==> config.mk <==
export PLATFORM = sky130hd
export DESIGN_NAME = ifs_status_regs
export DESIGN_NICKNAME = d
export VERILOG_FILES = /design/src/rtl/ifs_pkg.sv /design/src/rtl/ifs_coll_avoid.sv /design/src/rtl/ifs_status_regs.sv
export SDC_FILE = /design/constraint.sdc
export NUM_CORES = 1
export LEC_CHECK = 0
export ABC_AREA = 1
export CAP_MARGIN = 15
export CELL_PAD_IN_SITES_DETAIL_PLACEMENT = 1
export CELL_PAD_IN_SITES_GLOBAL_PLACEMENT = 2
export CORE_ASPECT_RATIO = 2
export CORE_UTILIZATION = 36
export DETAILED_ROUTE_END_ITERATION = 10
export DONT_BUFFER_PORTS = 1
export PLACE_DENSITY_LB_ADDON = 0.1
export SLEW_MARGIN = 20
export SYNTH_ARGS = -nofsm -noshare
export SYNTH_HDL_FRONTEND = slang
export SYNTH_HIERARCHICAL = 1
export SYNTH_SLANG_ARGS = --single-unit
==> constraint.sdc <==
create_clock -name CLOCK -period 1.8 [get_ports CLOCK]
set_clock_uncertainty 0.05 [all_clocks]
set_input_delay 0.36 -clock CLOCK [delete_from_list [all_inputs] [get_ports CLOCK]]
set_output_delay 0.36 -clock CLOCK [all_outputs]
set_load 0.05 [all_outputs]
==> src/rtl/ifs_pkg.sv <==
// Constants for the interrupt flag, FIFO status and collision display register block
package ifs_pkg;

    // ****************************************
    // Register addresses
    // ****************************************
    localparam logic [5:0] IFS_ADDR_MASK_TF = 6'h15;
    localparam logic [5:0] IFS_ADDR_MASK_EW = 6'h16;
    localparam logic [5:0] IFS_ADDR_TF = 6'h18;
    localparam logic [5:0] IFS_ADDR_EW = 6'h19;
    localparam logic [5:0] IFS_ADDR_FIFO1 = 6'h1A;
    localparam logic [5:0] IFS_ADDR_FIFO2 = 6'h1B;
    localparam logic [5:0] IFS_ADDR_COL = 6'h1C;

    localparam logic [7:0] IFS_REG_RESET = 8'h00;

    // ****************************************
    // Timer and field event flag bits
    // ****************************************
    localparam int IFS_TF_DCT = 7;
    localparam int IFS_TF_NRE = 6;
    localparam int IFS_TF_GPE = 5;
    localparam int IFS_TF_EON = 4;
    localparam int IFS_TF_EOF = 3;
    localparam int IFS_TF_CAC = 2;
    localparam int IFS_TF_CAT = 1;
    localparam int IFS_TF_NFCT = 0;

    // ****************************************
    // Error and wake-up flag bits
    // ****************************************
    localparam int IFS_EW_CRC = 7;
    localparam int IFS_EW_PAR = 6;
    localparam int IFS_EW_SOFT = 5;
    localparam int IFS_EW_HARD = 4;
    localparam int IFS_EW_WT = 3;
    localparam int IFS_EW_WAM = 2;
    localparam int IFS_EW_WPH = 1;
    localparam int IFS_EW_WCAP = 0;

    // ****************************************
    // FIFO status fields
    // ****************************************
    localparam int IFS_FILL_W = 7;
    localparam logic [6:0] IFS_FILL_EMPTY = 7'h00;
    localparam logic [6:0] IFS_FILL_MAX = 7'h60;
    localparam int IFS_F2_UNF = 6;
    localparam int IFS_F2_OVR = 5;
    localparam int IFS_F2_NCP = 4;
    localparam int IFS_F2_LB_HI = 3;
    localparam int IFS_F2_LB_LO = 1;
    localparam int IFS_F2_NP = 0;

    // ****************************************
    // Collision display fields
    // ****************************************
    localparam int IFS_COL_BYTES_W = 13;
    localparam int IFS_COL_BYTE_HI = 7;
    localparam int IFS_COL_BYTE_LO = 4;
    localparam int IFS_COL_BIT_HI = 3;
    localparam int IFS_COL_BIT_LO = 1;
    localparam int IFS_COL_PB = 0;

    // ****************************************
    // Wake-up measurements
    // ****************************************
    localparam int IFS_MEAS_W = 8;
    localparam int IFS_MEAS_N = 3;

    // ****************************************
    // Timing
    // ****************************************
    localparam int IFS_CLK_MHZ = 125;
    localparam int IFS_SENSE_TIME_NS = 1000;
    localparam int IFS_GUARD_TIME_NS = 5000;
    localparam int IFS_SENSE_CYCLES = (IFS_SENSE_TIME_NS * IFS_CLK_MHZ + 999) / 1000;
    localparam int IFS_GUARD_CYCLES = (IFS_GUARD_TIME_NS * IFS_CLK_MHZ + 999) / 1000;
    localparam int IFS_CNT_W = 12;

    typedef enum logic [1:0] {
        IFS_CA_IDLE,
        IFS_CA_SENSE,
        IFS_CA_GUARD
    } ifs_ca_state_type;

endpackage

==> src/rtl/ifs_coll_avoid.sv <==
// RF collision avoidance sequencer with external field sensing
`timescale 1ns/1ps
module ifs_coll_avoid import ifs_pkg::*; (
    // Clock and reset
    input wire logic clk,
    input wire logic nrst,
    // Control
    input wire logic set_default,
    input wire logic ca_start,
    input wire logic rf_off,
    input wire logic ext_field_pin,
    // Results
    output logic field_on,
    output logic ev_eon,
    output logic ev_eof,
    output logic ev_cac,
    output logic ev_cat
);

    ifs_ca_state_type state_r, state_nxt;
    logic [IFS_CNT_W-1:0] cnt_r, cnt_nxt;
    logic s1_r, s2_r, s3_r, lvl_r, lvl_nxt;
    logic field_on_r, field_on_nxt;
    logic eon_r, eon_nxt, eof_r, eof_nxt, cac_r, cac_nxt, cat_r, cat_nxt;

    // ****************************************
    // Field level filter and sequence
    // ****************************************
    always_comb begin
        // A change counts only once the last two stages agree
        lvl_nxt = (s2_r == s3_r) ? s3_r : lvl_r;
        eon_nxt = lvl_nxt && !lvl_r;
        eof_nxt = !lvl_nxt && lvl_r;
        state_nxt = state_r;
        cnt_nxt = cnt_r;
        field_on_nxt = field_on_r;
        cac_nxt = 1'b0;
        cat_nxt = 1'b0;
        if (rf_off) begin
            field_on_nxt = 1'b0;
        end
        case (state_r)
            IFS_CA_IDLE: begin
                if (ca_start) begin
                    state_nxt = IFS_CA_SENSE;
                    cnt_nxt = IFS_CNT_W'(IFS_SENSE_CYCLES - 1);
                end
            end
            IFS_CA_SENSE: begin
                if (lvl_r) begin
                    cac_nxt = 1'b1;
                    state_nxt = IFS_CA_IDLE;
                end else if (cnt_r == '0) begin
                    field_on_nxt = 1'b1;
                    state_nxt = IFS_CA_GUARD;
                    cnt_nxt = IFS_CNT_W'(IFS_GUARD_CYCLES - 1);
                end else begin
                    cnt_nxt = cnt_r - 1'b1;
                end
            end
            IFS_CA_GUARD: begin
                if (cnt_r == '0) begin
                    cat_nxt = 1'b1;
                    state_nxt = IFS_CA_IDLE;
                end else begin
                    cnt_nxt = cnt_r - 1'b1;
                end
            end
            default: begin
                state_nxt = IFS_CA_IDLE;
            end
        endcase
        if (set_default) begin
            state_nxt = IFS_CA_IDLE;
            cnt_nxt = '0;
            field_on_nxt = 1'b0;
            cac_nxt = 1'b0;
            cat_nxt = 1'b0;
        end
    end

    always_ff @(posedge clk or negedge nrst) begin
        if (!nrst) begin
            s1_r <= 1'b0;
            s2_r <= 1'b0;
            s3_r <= 1'b0;
            lvl_r <= 1'b0;
            state_r <= IFS_CA_IDLE;
            cnt_r <= '0;
            field_on_r <= 1'b0;
            eon_r <= 1'b0;
            eof_r <= 1'b0;
            cac_r <= 1'b0;
            cat_r <= 1'b0;
        end else begin
            s1_r <= ext_field_pin;
            s2_r <= s1_r;
            s3_r <= s2_r;
            lvl_r <= lvl_nxt;
            state_r <= state_nxt;
            cnt_r <= cnt_nxt;
            field_on_r <= field_on_nxt;
            eon_r <= eon_nxt;
            eof_r <= eof_nxt;
            cac_r <= cac_nxt;
            cat_r <= cat_nxt;
        end
    end

    assign field_on = field_on_r;
    assign ev_eon = eon_r;
    assign ev_eof = eof_r;
    assign ev_cac = cac_r;
    assign ev_cat = cat_r;

endmodule

==> src/rtl/ifs_status_regs.sv <==
// Interrupt flag, FIFO status and collision display registers with masks and request
`timescale 1ns/1ps
module ifs_status_regs import ifs_pkg::*; (
    // Clock and reset
    input wire logic CLOCK,
    input wire logic NRST,
    // Register port
    input wire logic REG_RD,
    input wire logic REG_WR,
    input wire logic [5:0] REG_ADDR,
    input wire logic [7:0] REG_WDATA,
    output logic [7:0] REG_RDATA,
    output logic REG_RVALID,
    // Commands
    input wire logic SET_DEFAULT,
    input wire logic CA_START,
    input wire logic RF_OFF,
    // Timer and field events
    input wire logic EV_CMD_DONE,
    input wire logic EV_NORESP_TIMEOUT,
    input wire logic EV_GPT_TIMEOUT,
    input wire logic EV_INIT_RATE_FOUND,
    input wire logic EXT_FIELD_PIN,
    output logic FIELD_ON,
    // Receive errors
    input wire logic EV_CRC_ERR,
    input wire logic EV_PARITY_ERR,
    input wire logic EV_SOFT_FRAMING,
    input wire logic EV_HARD_FRAMING,
    // Wake-up
    input wire logic WT_TIMEOUT,
    input wire logic WT_IRQ_EVERY,
    input wire logic [IFS_MEAS_N-1:0] MEAS_DONE,
    input wire logic [IFS_MEAS_W-1:0] AM_VALUE,
    input wire logic [IFS_MEAS_W-1:0] AM_REF,
    input wire logic [IFS_MEAS_W-1:0] AM_DELTA,
    input wire logic [IFS_MEAS_W-1:0] PM_VALUE,
    input wire logic [IFS_MEAS_W-1:0] PM_REF,
    input wire logic [IFS_MEAS_W-1:0] PM_DELTA,
    input wire logic [IFS_MEAS_W-1:0] CM_VALUE,
    input wire logic [IFS_MEAS_W-1:0] CM_REF,
    input wire logic [IFS_MEAS_W-1:0] CM_DELTA,
    // FIFO
    input wire logic [IFS_FILL_W-1:0] FIFO_COUNT,
    input wire logic FIFO_UNDERFLOW,
    input wire logic FIFO_OVERFLOW,
    input wire logic RX_LAST_PARTIAL,
    input wire logic [2:0] RX_LAST_BITS,
    input wire logic RX_PARITY_MISSING,
    // Bit collision
    input wire logic RX_FRAME_START,
    input wire logic COL_EVENT,
    input wire logic [IFS_COL_BYTES_W-1:0] COL_BYTES,
    input wire logic [2:0] COL_BIT,
    input wire logic COL_IN_PARITY,
    // Interrupt
    output logic IRQ,
    output logic SUM_TIM,
    output logic SUM_ERR
);

    logic [7:0] tf_r, tf_nxt, ew_r, ew_nxt;
    logic [7:0] mask_tf_r, mask_tf_nxt, mask_ew_r, mask_ew_nxt;
    logic [7:0] fill_r, fill_nxt, f2_r, f2_nxt, col_r, col_nxt;
    logic col_seen_r, col_seen_nxt;
    logic sum_tim_r, sum_tim_nxt, sum_err_r, sum_err_nxt, irq_r, irq_nxt;
    logic [7:0] rdata_r, rdata_nxt;
    logic rvalid_r, rvalid_nxt;
    logic [7:0] tf_set, ew_set;
    logic rd_tf, rd_ew, rd_f2;
    logic ca_field_on, ca_eon, ca_eof, ca_cac, ca_cat;
    logic [IFS_MEAS_W-1:0] meas_val [IFS_MEAS_N];
    logic [IFS_MEAS_W-1:0] meas_ref [IFS_MEAS_N];
    logic [IFS_MEAS_W-1:0] meas_dlt [IFS_MEAS_N];
    logic [IFS_MEAS_N-1:0] meas_hit;

    // ****************************************
    // Collision avoidance and field sensing
    // ****************************************
    ifs_coll_avoid u_ca (
        .clk(CLOCK),
        .nrst(NRST),
        .set_default(SET_DEFAULT),
        .ca_start(CA_START),
        .rf_off(RF_OFF),
        .ext_field_pin(EXT_FIELD_PIN),
        .field_on(ca_field_on),
        .ev_eon(ca_eon),
        .ev_eof(ca_eof),
        .ev_cac(ca_cac),
        .ev_cat(ca_cat)
    );

    // ****************************************
    // Wake-up measurement comparison
    // ****************************************
    // Index 2 amplitude, 1 phase, 0 capacitance, matching the flag bits
    assign meas_val[2] = AM_VALUE;
    assign meas_ref[2] = AM_REF;
    assign meas_dlt[2] = AM_DELTA;
    assign meas_val[1] = PM_VALUE;
    assign meas_ref[1] = PM_REF;
    assign meas_dlt[1] = PM_DELTA;
    assign meas_val[0] = CM_VALUE;
    assign meas_ref[0] = CM_REF;
    assign meas_dlt[0] = CM_DELTA;

    genvar gi;
    generate
        for (gi = 0; gi < IFS_MEAS_N; gi++) begin : g_meas
            logic [IFS_MEAS_W-1:0] diff;
            // Absolute difference, so drift in either direction wakes
            assign diff = (meas_val[gi] > meas_ref[gi]) ? (meas_val[gi] - meas_ref[gi])
                                                        : (meas_ref[gi] - meas_val[gi]);
            assign meas_hit[gi] = MEAS_DONE[gi] && (diff > meas_dlt[gi]);
        end
    endgenerate

    // ****************************************
    // Event sources per flag bit
    // ****************************************
    always_comb begin
        tf_set = 8'h00;
        tf_set[IFS_TF_DCT] = EV_CMD_DONE;
        tf_set[IFS_TF_NRE] = EV_NORESP_TIMEOUT;
        tf_set[IFS_TF_GPE] = EV_GPT_TIMEOUT;
        tf_set[IFS_TF_EON] = ca_eon;
        tf_set[IFS_TF_EOF] = ca_eof;
        tf_set[IFS_TF_CAC] = ca_cac;
        tf_set[IFS_TF_CAT] = ca_cat;
        tf_set[IFS_TF_NFCT] = EV_INIT_RATE_FOUND;
        ew_set = 8'h00;
        ew_set[IFS_EW_CRC] = EV_CRC_ERR;
        ew_set[IFS_EW_PAR] = EV_PARITY_ERR;
        ew_set[IFS_EW_SOFT] = EV_SOFT_FRAMING;
        ew_set[IFS_EW_HARD] = EV_HARD_FRAMING;
        ew_set[IFS_EW_WT] = WT_TIMEOUT && WT_IRQ_EVERY;
        ew_set[IFS_EW_WAM] = meas_hit[2];
        ew_set[IFS_EW_WPH] = meas_hit[1];
        ew_set[IFS_EW_WCAP] = meas_hit[0];
    end

    // ****************************************
    // Register next state
    // ****************************************
    always_comb begin
        rd_tf = REG_RD && (REG_ADDR == IFS_ADDR_TF);
        rd_ew = REG_RD && (REG_ADDR == IFS_ADDR_EW);
        rd_f2 = REG_RD && (REG_ADDR == IFS_ADDR_FIFO2);

        // Masks
        mask_tf_nxt = mask_tf_r;
        mask_ew_nxt = mask_ew_r;
        if (REG_WR && (REG_ADDR == IFS_ADDR_MASK_TF)) begin
            mask_tf_nxt = REG_WDATA;
        end
        if (REG_WR && (REG_ADDR == IFS_ADDR_MASK_EW)) begin
            mask_ew_nxt = REG_WDATA;
        end

        // Flags: a read clears, an event in the same cycle still lands
        tf_nxt = (rd_tf ? IFS_REG_RESET : tf_r) | tf_set;
        ew_nxt = (rd_ew ? IFS_REG_RESET : ew_r) | ew_set;
        sum_tim_nxt = (rd_tf ? 1'b0 : sum_tim_r) | (|(tf_set & ~mask_tf_r));
        sum_err_nxt = (rd_ew ? 1'b0 : sum_err_r) | (|(ew_set & ~mask_ew_r));

        // Fill level, bit 7 always zero; empty FIFO gives 00h directly
        fill_nxt = {1'b0, FIFO_COUNT};

        // Second FIFO status
        f2_nxt = f2_r;
        if (rd_f2) begin
            f2_nxt[IFS_F2_NCP] = 1'b0;
            f2_nxt[IFS_F2_LB_HI:IFS_F2_LB_LO] = 3'h0;
            f2_nxt[IFS_F2_NP] = 1'b0;
        end
        if (FIFO_COUNT == IFS_FILL_EMPTY) begin
            f2_nxt[IFS_F2_NCP] = 1'b0;
            f2_nxt[IFS_F2_LB_HI:IFS_F2_LB_LO] = 3'h0;
        end
        if (FIFO_UNDERFLOW) begin
            f2_nxt[IFS_F2_UNF] = 1'b1;
        end
        if (FIFO_OVERFLOW) begin
            f2_nxt[IFS_F2_OVR] = 1'b1;
        end
        if (RX_LAST_PARTIAL) begin
            f2_nxt[IFS_F2_NCP] = 1'b1;
            f2_nxt[IFS_F2_LB_HI:IFS_F2_LB_LO] = RX_LAST_BITS;
        end
        if (RX_PARITY_MISSING) begin
            f2_nxt[IFS_F2_NP] = 1'b1;
        end

        // Collision display keeps only the first collision of a frame
        col_nxt = col_r;
        col_seen_nxt = col_seen_r;
        if (RX_FRAME_START) begin
            col_seen_nxt = 1'b0;
        end
        if (COL_EVENT && !col_seen_r) begin
            col_seen_nxt = 1'b1;
            // Byte count beyond four bits means a long message: leave display alone
            if (COL_BYTES[IFS_COL_BYTES_W-1:IFS_COL_BYTE_HI-IFS_COL_BYTE_LO+1] == '0) begin
                col_nxt[IFS_COL_BYTE_HI:IFS_COL_BYTE_LO] = COL_BYTES[IFS_COL_BYTE_HI-IFS_COL_BYTE_LO:0];
                col_nxt[IFS_COL_BIT_HI:IFS_COL_BIT_LO] = COL_BIT;
                col_nxt[IFS_COL_PB] = COL_IN_PARITY;
            end
        end

        // Read data from current contents, before any clear-on-read
        rvalid_nxt = REG_RD;
        rdata_nxt = IFS_REG_RESET;
        if (REG_RD) begin
            case (REG_ADDR)
                IFS_ADDR_MASK_TF: rdata_nxt = mask_tf_r;
                IFS_ADDR_MASK_EW: rdata_nxt = mask_ew_r;
                IFS_ADDR_TF: rdata_nxt = tf_r;
                IFS_ADDR_EW: rdata_nxt = ew_r;
                IFS_ADDR_FIFO1: rdata_nxt = fill_r;
                IFS_ADDR_FIFO2: rdata_nxt = f2_r;
                IFS_ADDR_COL: rdata_nxt = col_r;
                default: rdata_nxt = IFS_REG_RESET;
            endcase
        end

        if (SET_DEFAULT) begin
            tf_nxt = IFS_REG_RESET;
            ew_nxt = IFS_REG_RESET;
            mask_tf_nxt = IFS_REG_RESET;
            mask_ew_nxt = IFS_REG_RESET;
            fill_nxt = IFS_REG_RESET;
            f2_nxt = IFS_REG_RESET;
            col_nxt = IFS_REG_RESET;
            col_seen_nxt = 1'b0;
            sum_tim_nxt = 1'b0;
            sum_err_nxt = 1'b0;
        end

        // Request follows the flag contents on the same edge that they change
        irq_nxt = (|(tf_nxt & ~mask_tf_nxt)) || (|(ew_nxt & ~mask_ew_nxt));
    end

    // ****************************************
    // Registers
    // ****************************************
    always_ff @(posedge CLOCK or negedge NRST) begin
        if (!NRST) begin
            tf_r <= IFS_REG_RESET;
            ew_r <= IFS_REG_RESET;
            mask_tf_r <= IFS_REG_RESET;
            mask_ew_r <= IFS_REG_RESET;
            fill_r <= IFS_REG_RESET;
            f2_r <= IFS_REG_RESET;
            col_r <= IFS_REG_RESET;
            col_seen_r <= 1'b0;
            sum_tim_r <= 1'b0;
            sum_err_r <= 1'b0;
            irq_r <= 1'b0;
            rdata_r <= IFS_REG_RESET;
            rvalid_r <= 1'b0;
        end else begin
            tf_r <= tf_nxt;
            ew_r <= ew_nxt;
            mask_tf_r <= mask_tf_nxt;
            mask_ew_r <= mask_ew_nxt;
            fill_r <= fill_nxt;
            f2_r <= f2_nxt;
            col_r <= col_nxt;
            col_seen_r <= col_seen_nxt;
            sum_tim_r <= sum_tim_nxt;
            sum_err_r <= sum_err_nxt;
            irq_r <= irq_nxt;
            rdata_r <= rdata_nxt;
            rvalid_r <= rvalid_nxt;
        end
    end

    assign REG_RDATA = rdata_r;
    assign REG_RVALID = rvalid_r;
    assign IRQ = irq_r;
    assign SUM_TIM = sum_tim_r;
    assign SUM_ERR = sum_err_r;
    assign FIELD_ON = ca_field_on;

endmodule

==> results.json <==
{
  "outcome": "finished, violations left",
  "violations_in_the_final_reports": "hold timing, setup timing",
  "power_share_of_the_combinational_group": 0.465,
  "fp-row-count": 74,
  "clock-sinks": 90,
  "synth_edf_count": 0,
  "share_seq_of_total_power": 0.293,
  "cp_top_family": "simple AND/OR/NAND/NOR gates",
  "critical_path_buf_inv_count": 5,
  "wl_mm": 25.66,
  "timing.critical_path.to_type": "register",
  "max_slew_margin": 0.6229,
  "switchingPower_mw": 3.196,
  "grt_setup_unrepaired": "yes",
  "fp.coreArea_sq_um": 20550,
  "number_of_placed_i_o_pins": 153,
  "crit_path_cell_trace": "inv_12 > ha_4 > inv_2 > fa_2 > inv_2 > o21ai_2 > nand2_1 > o211ai_1 > nand2_2 > buf_4 > nand2_1 > nand2_1 > inv_1 > ha_4 > nand2_2 > nor2_2 > a31oi_2 > nand2_2 > nand2_2 > nand3_2 > nand2_2 > nor2_2 > nand3_1",
  "antenna_cells": 0,
  "timing.reg2reg.setup_slack_ns": 0.15,
  "detail_route.wl_per_cell_microns": 17.10,
  "ys_dominant_reg_cell": "dfrtp_1",
  "yosysTopAreaCellShare": 0.2974,
  "post_route_cells_drive_above_1_share": 0.2356,
  "maxSlewViolCount": 0,
  "finish.net_count": 1450,
  "antenna_found_initial": 0,
  "fmax_mhz": 371.8,
  "detail_route.vias_per_cell": 4.971,
  "synth_area_leader_cell": "dfrtp_1",
  "buffer_ports.inserted": 0,
  "first_global_vias": 8267,
  "critical_path.most_common_cell": "nand2_2",
  "maxCapViolCount": 0,
  "dr_total_vias": 7462,
  "placer_s_final_routability_congestion_estimate": 0.8304,
  "period_needed_ns": 2.690,
  "syn_area_per_cell_sq_um": 6.953,
  "drtPass1Iterations": 4,
  "placed_cells_incl_taps": 1473,
  "timing_worst_slew_pin_value_ns": 0.5660,
  "max-clock-path-buffers": 2,
  "power_switching_share": 0.3902,
  "post-dp-hpwl_mm": 22.01,
  "drt_first_iter_violations": 179,
  "synth_area_leaders": "dfrtp_1 30%, nand2_1 13%, ha_1 12%",
  "cpPeakStageDelay_ns": 0.40,
  "yosysWarningCount": 6,
  "yosysMostFrequentCell": "nand2_1",
  "die_width_microns": 104.6,
  "worst-setup-path-type": "input pin to register",
  "grt_use_total": 0.2445,
  "clock_power_share": 0.243,
  "worst_ep_required_time_ns": 1.98,
  "yosysUniqueCellTypes": 46,
  "cts_htree_levels": 3,
  "worst-path-max-fanout": 6,
  "final-hold-violation-count": 90,
  "globalRoute.totalOverflow": 0,
  "drcViolationCount": 0,
  "cts.root.buffer_cell": "clkbuf_16",
  "clock_insertion_delay_worst_skew_ns": 0.35,
  "finalSetupViolations": 5,
  "pin_count_of_the_biggest_net_entering_global_routing": 91,
  "cp-start-kind": "input pin",
  "number_of_buffers_added_by_the_clock_tree_synthesis_step": 9,
  "layout.cells.non_filler": 1501,
  "chipHeight_microns": 207.1,
  "area_growth_syn_to_layout_pct": 28.75,
  "power.ir.vdd_worst_v": 0.0005177,
  "sequential_element_share_of_the_synthesized_area": 0.2974,
  "grt_first_pass_wirelength_mm": 40.64,
  "synth-async-reset-ratio": 1.000,
  "mappedNetlistArea_sq_um": 7572,
  "cts_hold_buf": 2,
  "die_area_sq_um": 21650,
  "setup_tns_ns": -3.508,
  "synthesis.nets": 1309,
  "synth.ff_latch_count": 90,
  "timing.hold.worst.class": "input pin to asynchronous set/reset pin",
  "layout_worst_path_cycle_share": 1.494,
  "critical_path_arrival_ns": 2.87,
  "setup_slack_ns": -0.8897,
  "synthesis.instances": 1089,
  "internal_power_mw": 4.996,
  "cp_slowest_cell": "fa_2",
  "starting_density": 0.3684,
  "clkTransAtPathRegs_ns": 0.07,
  "antenna_left": 0,
  "synth_common_cells": "271 x nand2_1, 224 x inv_1, 97 x nor2_1",
  "tritoncts": "built",
  "power_leakage_nw": 5.238,
  "power-per-cell-area_nw_per_um2": 840.2,
  "whs_ns": -0.3520
}
-- flip-flops by register name, summed over array words and instances, names as in the netlist, 2 cells and up --
signal	cells
REG_RDATA	8
col_r	8
ew_r	8
f2_r	7
fill_r	7
mask_ew_r	8
mask_tf_r	8
tf_r	8
u_ca/cnt_r	12
u_ca/state_r	2
-- worst register-to-register path, stage by stage (launching register included) --
cell and delay (ns):
dfrtp_1 0.38, inv_1 0.12, ha_1 0.18, nand3_1 0.14, nor2_4 0.16, nand3_4 0.10
nand2_4 0.14, inv_2 0.07, nand2_1 0.11, inv_1 0.05, nor2_1 0.08
-- metal layers --
| layer | vias up | share of wire | routed length, microns | global-route usage |
|---|---|---|---|---|
| met3 | 62 | 0.028 | 716 | 0.03461 |
| met1 | 3555 | 0.30 | 7772 | 0.1948 |
| met2 | 147 | 0.62 | 15920 | 0.5337 |
| li1 | 3698 | - | - | - |
| met4 | 0 | 0.049 | 1250 | 0.1251 |
| met5 | - | 0 | 0 | 0 |
-- through the flow --
stage | power [mW] | worst slack [ns] | util | cell area [sq um]
after floorplan | 4.759 | -0.8985 | - | 7873
after global placement | 5.939 | -1.332 | 0.4432 | 9110
after detailed placement | 6.015 | -1.393 | 0.4432 | 9110
after CTS | 8.166 | -0.8744 | 0.4682 | 9624
after global routing | 8.818 | -1.104 | 0.4743 | 9749
final | 8.192 | -0.8897 | 0.4743 | 9749
-- layout make-up --
class / instances / area (sq um)
clock buffer: 11 / 252.7
clock inverter: 5 / 61.31
fill: 2663 / 10810
inverter: 232 / 935.9
multi-input combinational: 749 / 4730
sequential: 90 / 2252
tap: 266 / 332.8
timing repair buffer: 148 / 1185
-- path summary, 6_finish.rpt --
path,startpoint,endpoint,cells past startpoint
max,CM_VALUE[0],IRQ,23
max reg2reg,u_ca/cnt_r[1],u_ca/cnt_r[11],10
min reg2reg,u_ca/s1_r,u_ca/s2_r,0
max in group asynchronous,NRST,REG_RDATA[0],0
min in group CLOCK,SET_DEFAULT,fill_r[3],1
min,NRST,f2_r[6],0
-- placed cells by master (no fill, tap or decap), types with 5 or more instances in the layout --
cell,count
dfrtp_1,90
ha_4,13
xor2_1,24
nand4_1,15
xnor2_1,8
inv_2,15
ha_1,58
o21ai_0,40
nand3_1,34
buf_6,5
nor2_2,14
nand2_1,249
o21ai_1,14
clkbuf_16,9
nor3_1,6
nand2_2,27
nor2_1,90
a21oi_1,57
o21ai_2,5
o22ai_1,10
nand2_4,5
nor2_4,8
o221ai_1,14
buf_4,137
a21oi_2,9
inv_1,207
-- kinds of logic after synthesis --
group / Yosys count / synth area share
xor gates and xnor gates: 32 / 0.03701
and+or+nand+nor: 464 / 0.2659
buffers and inverters: 250 / 0.1297
AOI/OAI and AO/OA: 173 / 0.1319
DFF: 90 / 0.2974
adders and majority gates: 80 / 0.1381
-- repair_timing --
action,in CTS,in global routing
hold endpoints to repair,92,90
gates resized for setup,35,23
buffers inserted,5,5
endpoints found under the setup margin,5,17
pin swaps,13,24
-- power by group through the flow --
stage,registers (mW),clock network (mW),logic [mW]
2_1_floorplan,2.39,0,2.37
3_3_place_gp,2.43,0,3.51
3_5_place_dp,2.43,0,3.58
4_1_cts,2.40,2.03,3.73
5_1_grt,2.43,2.10,4.29
6_report,2.40,1.99,3.81
Note: power is estimated with default switching activity, not from simulation.
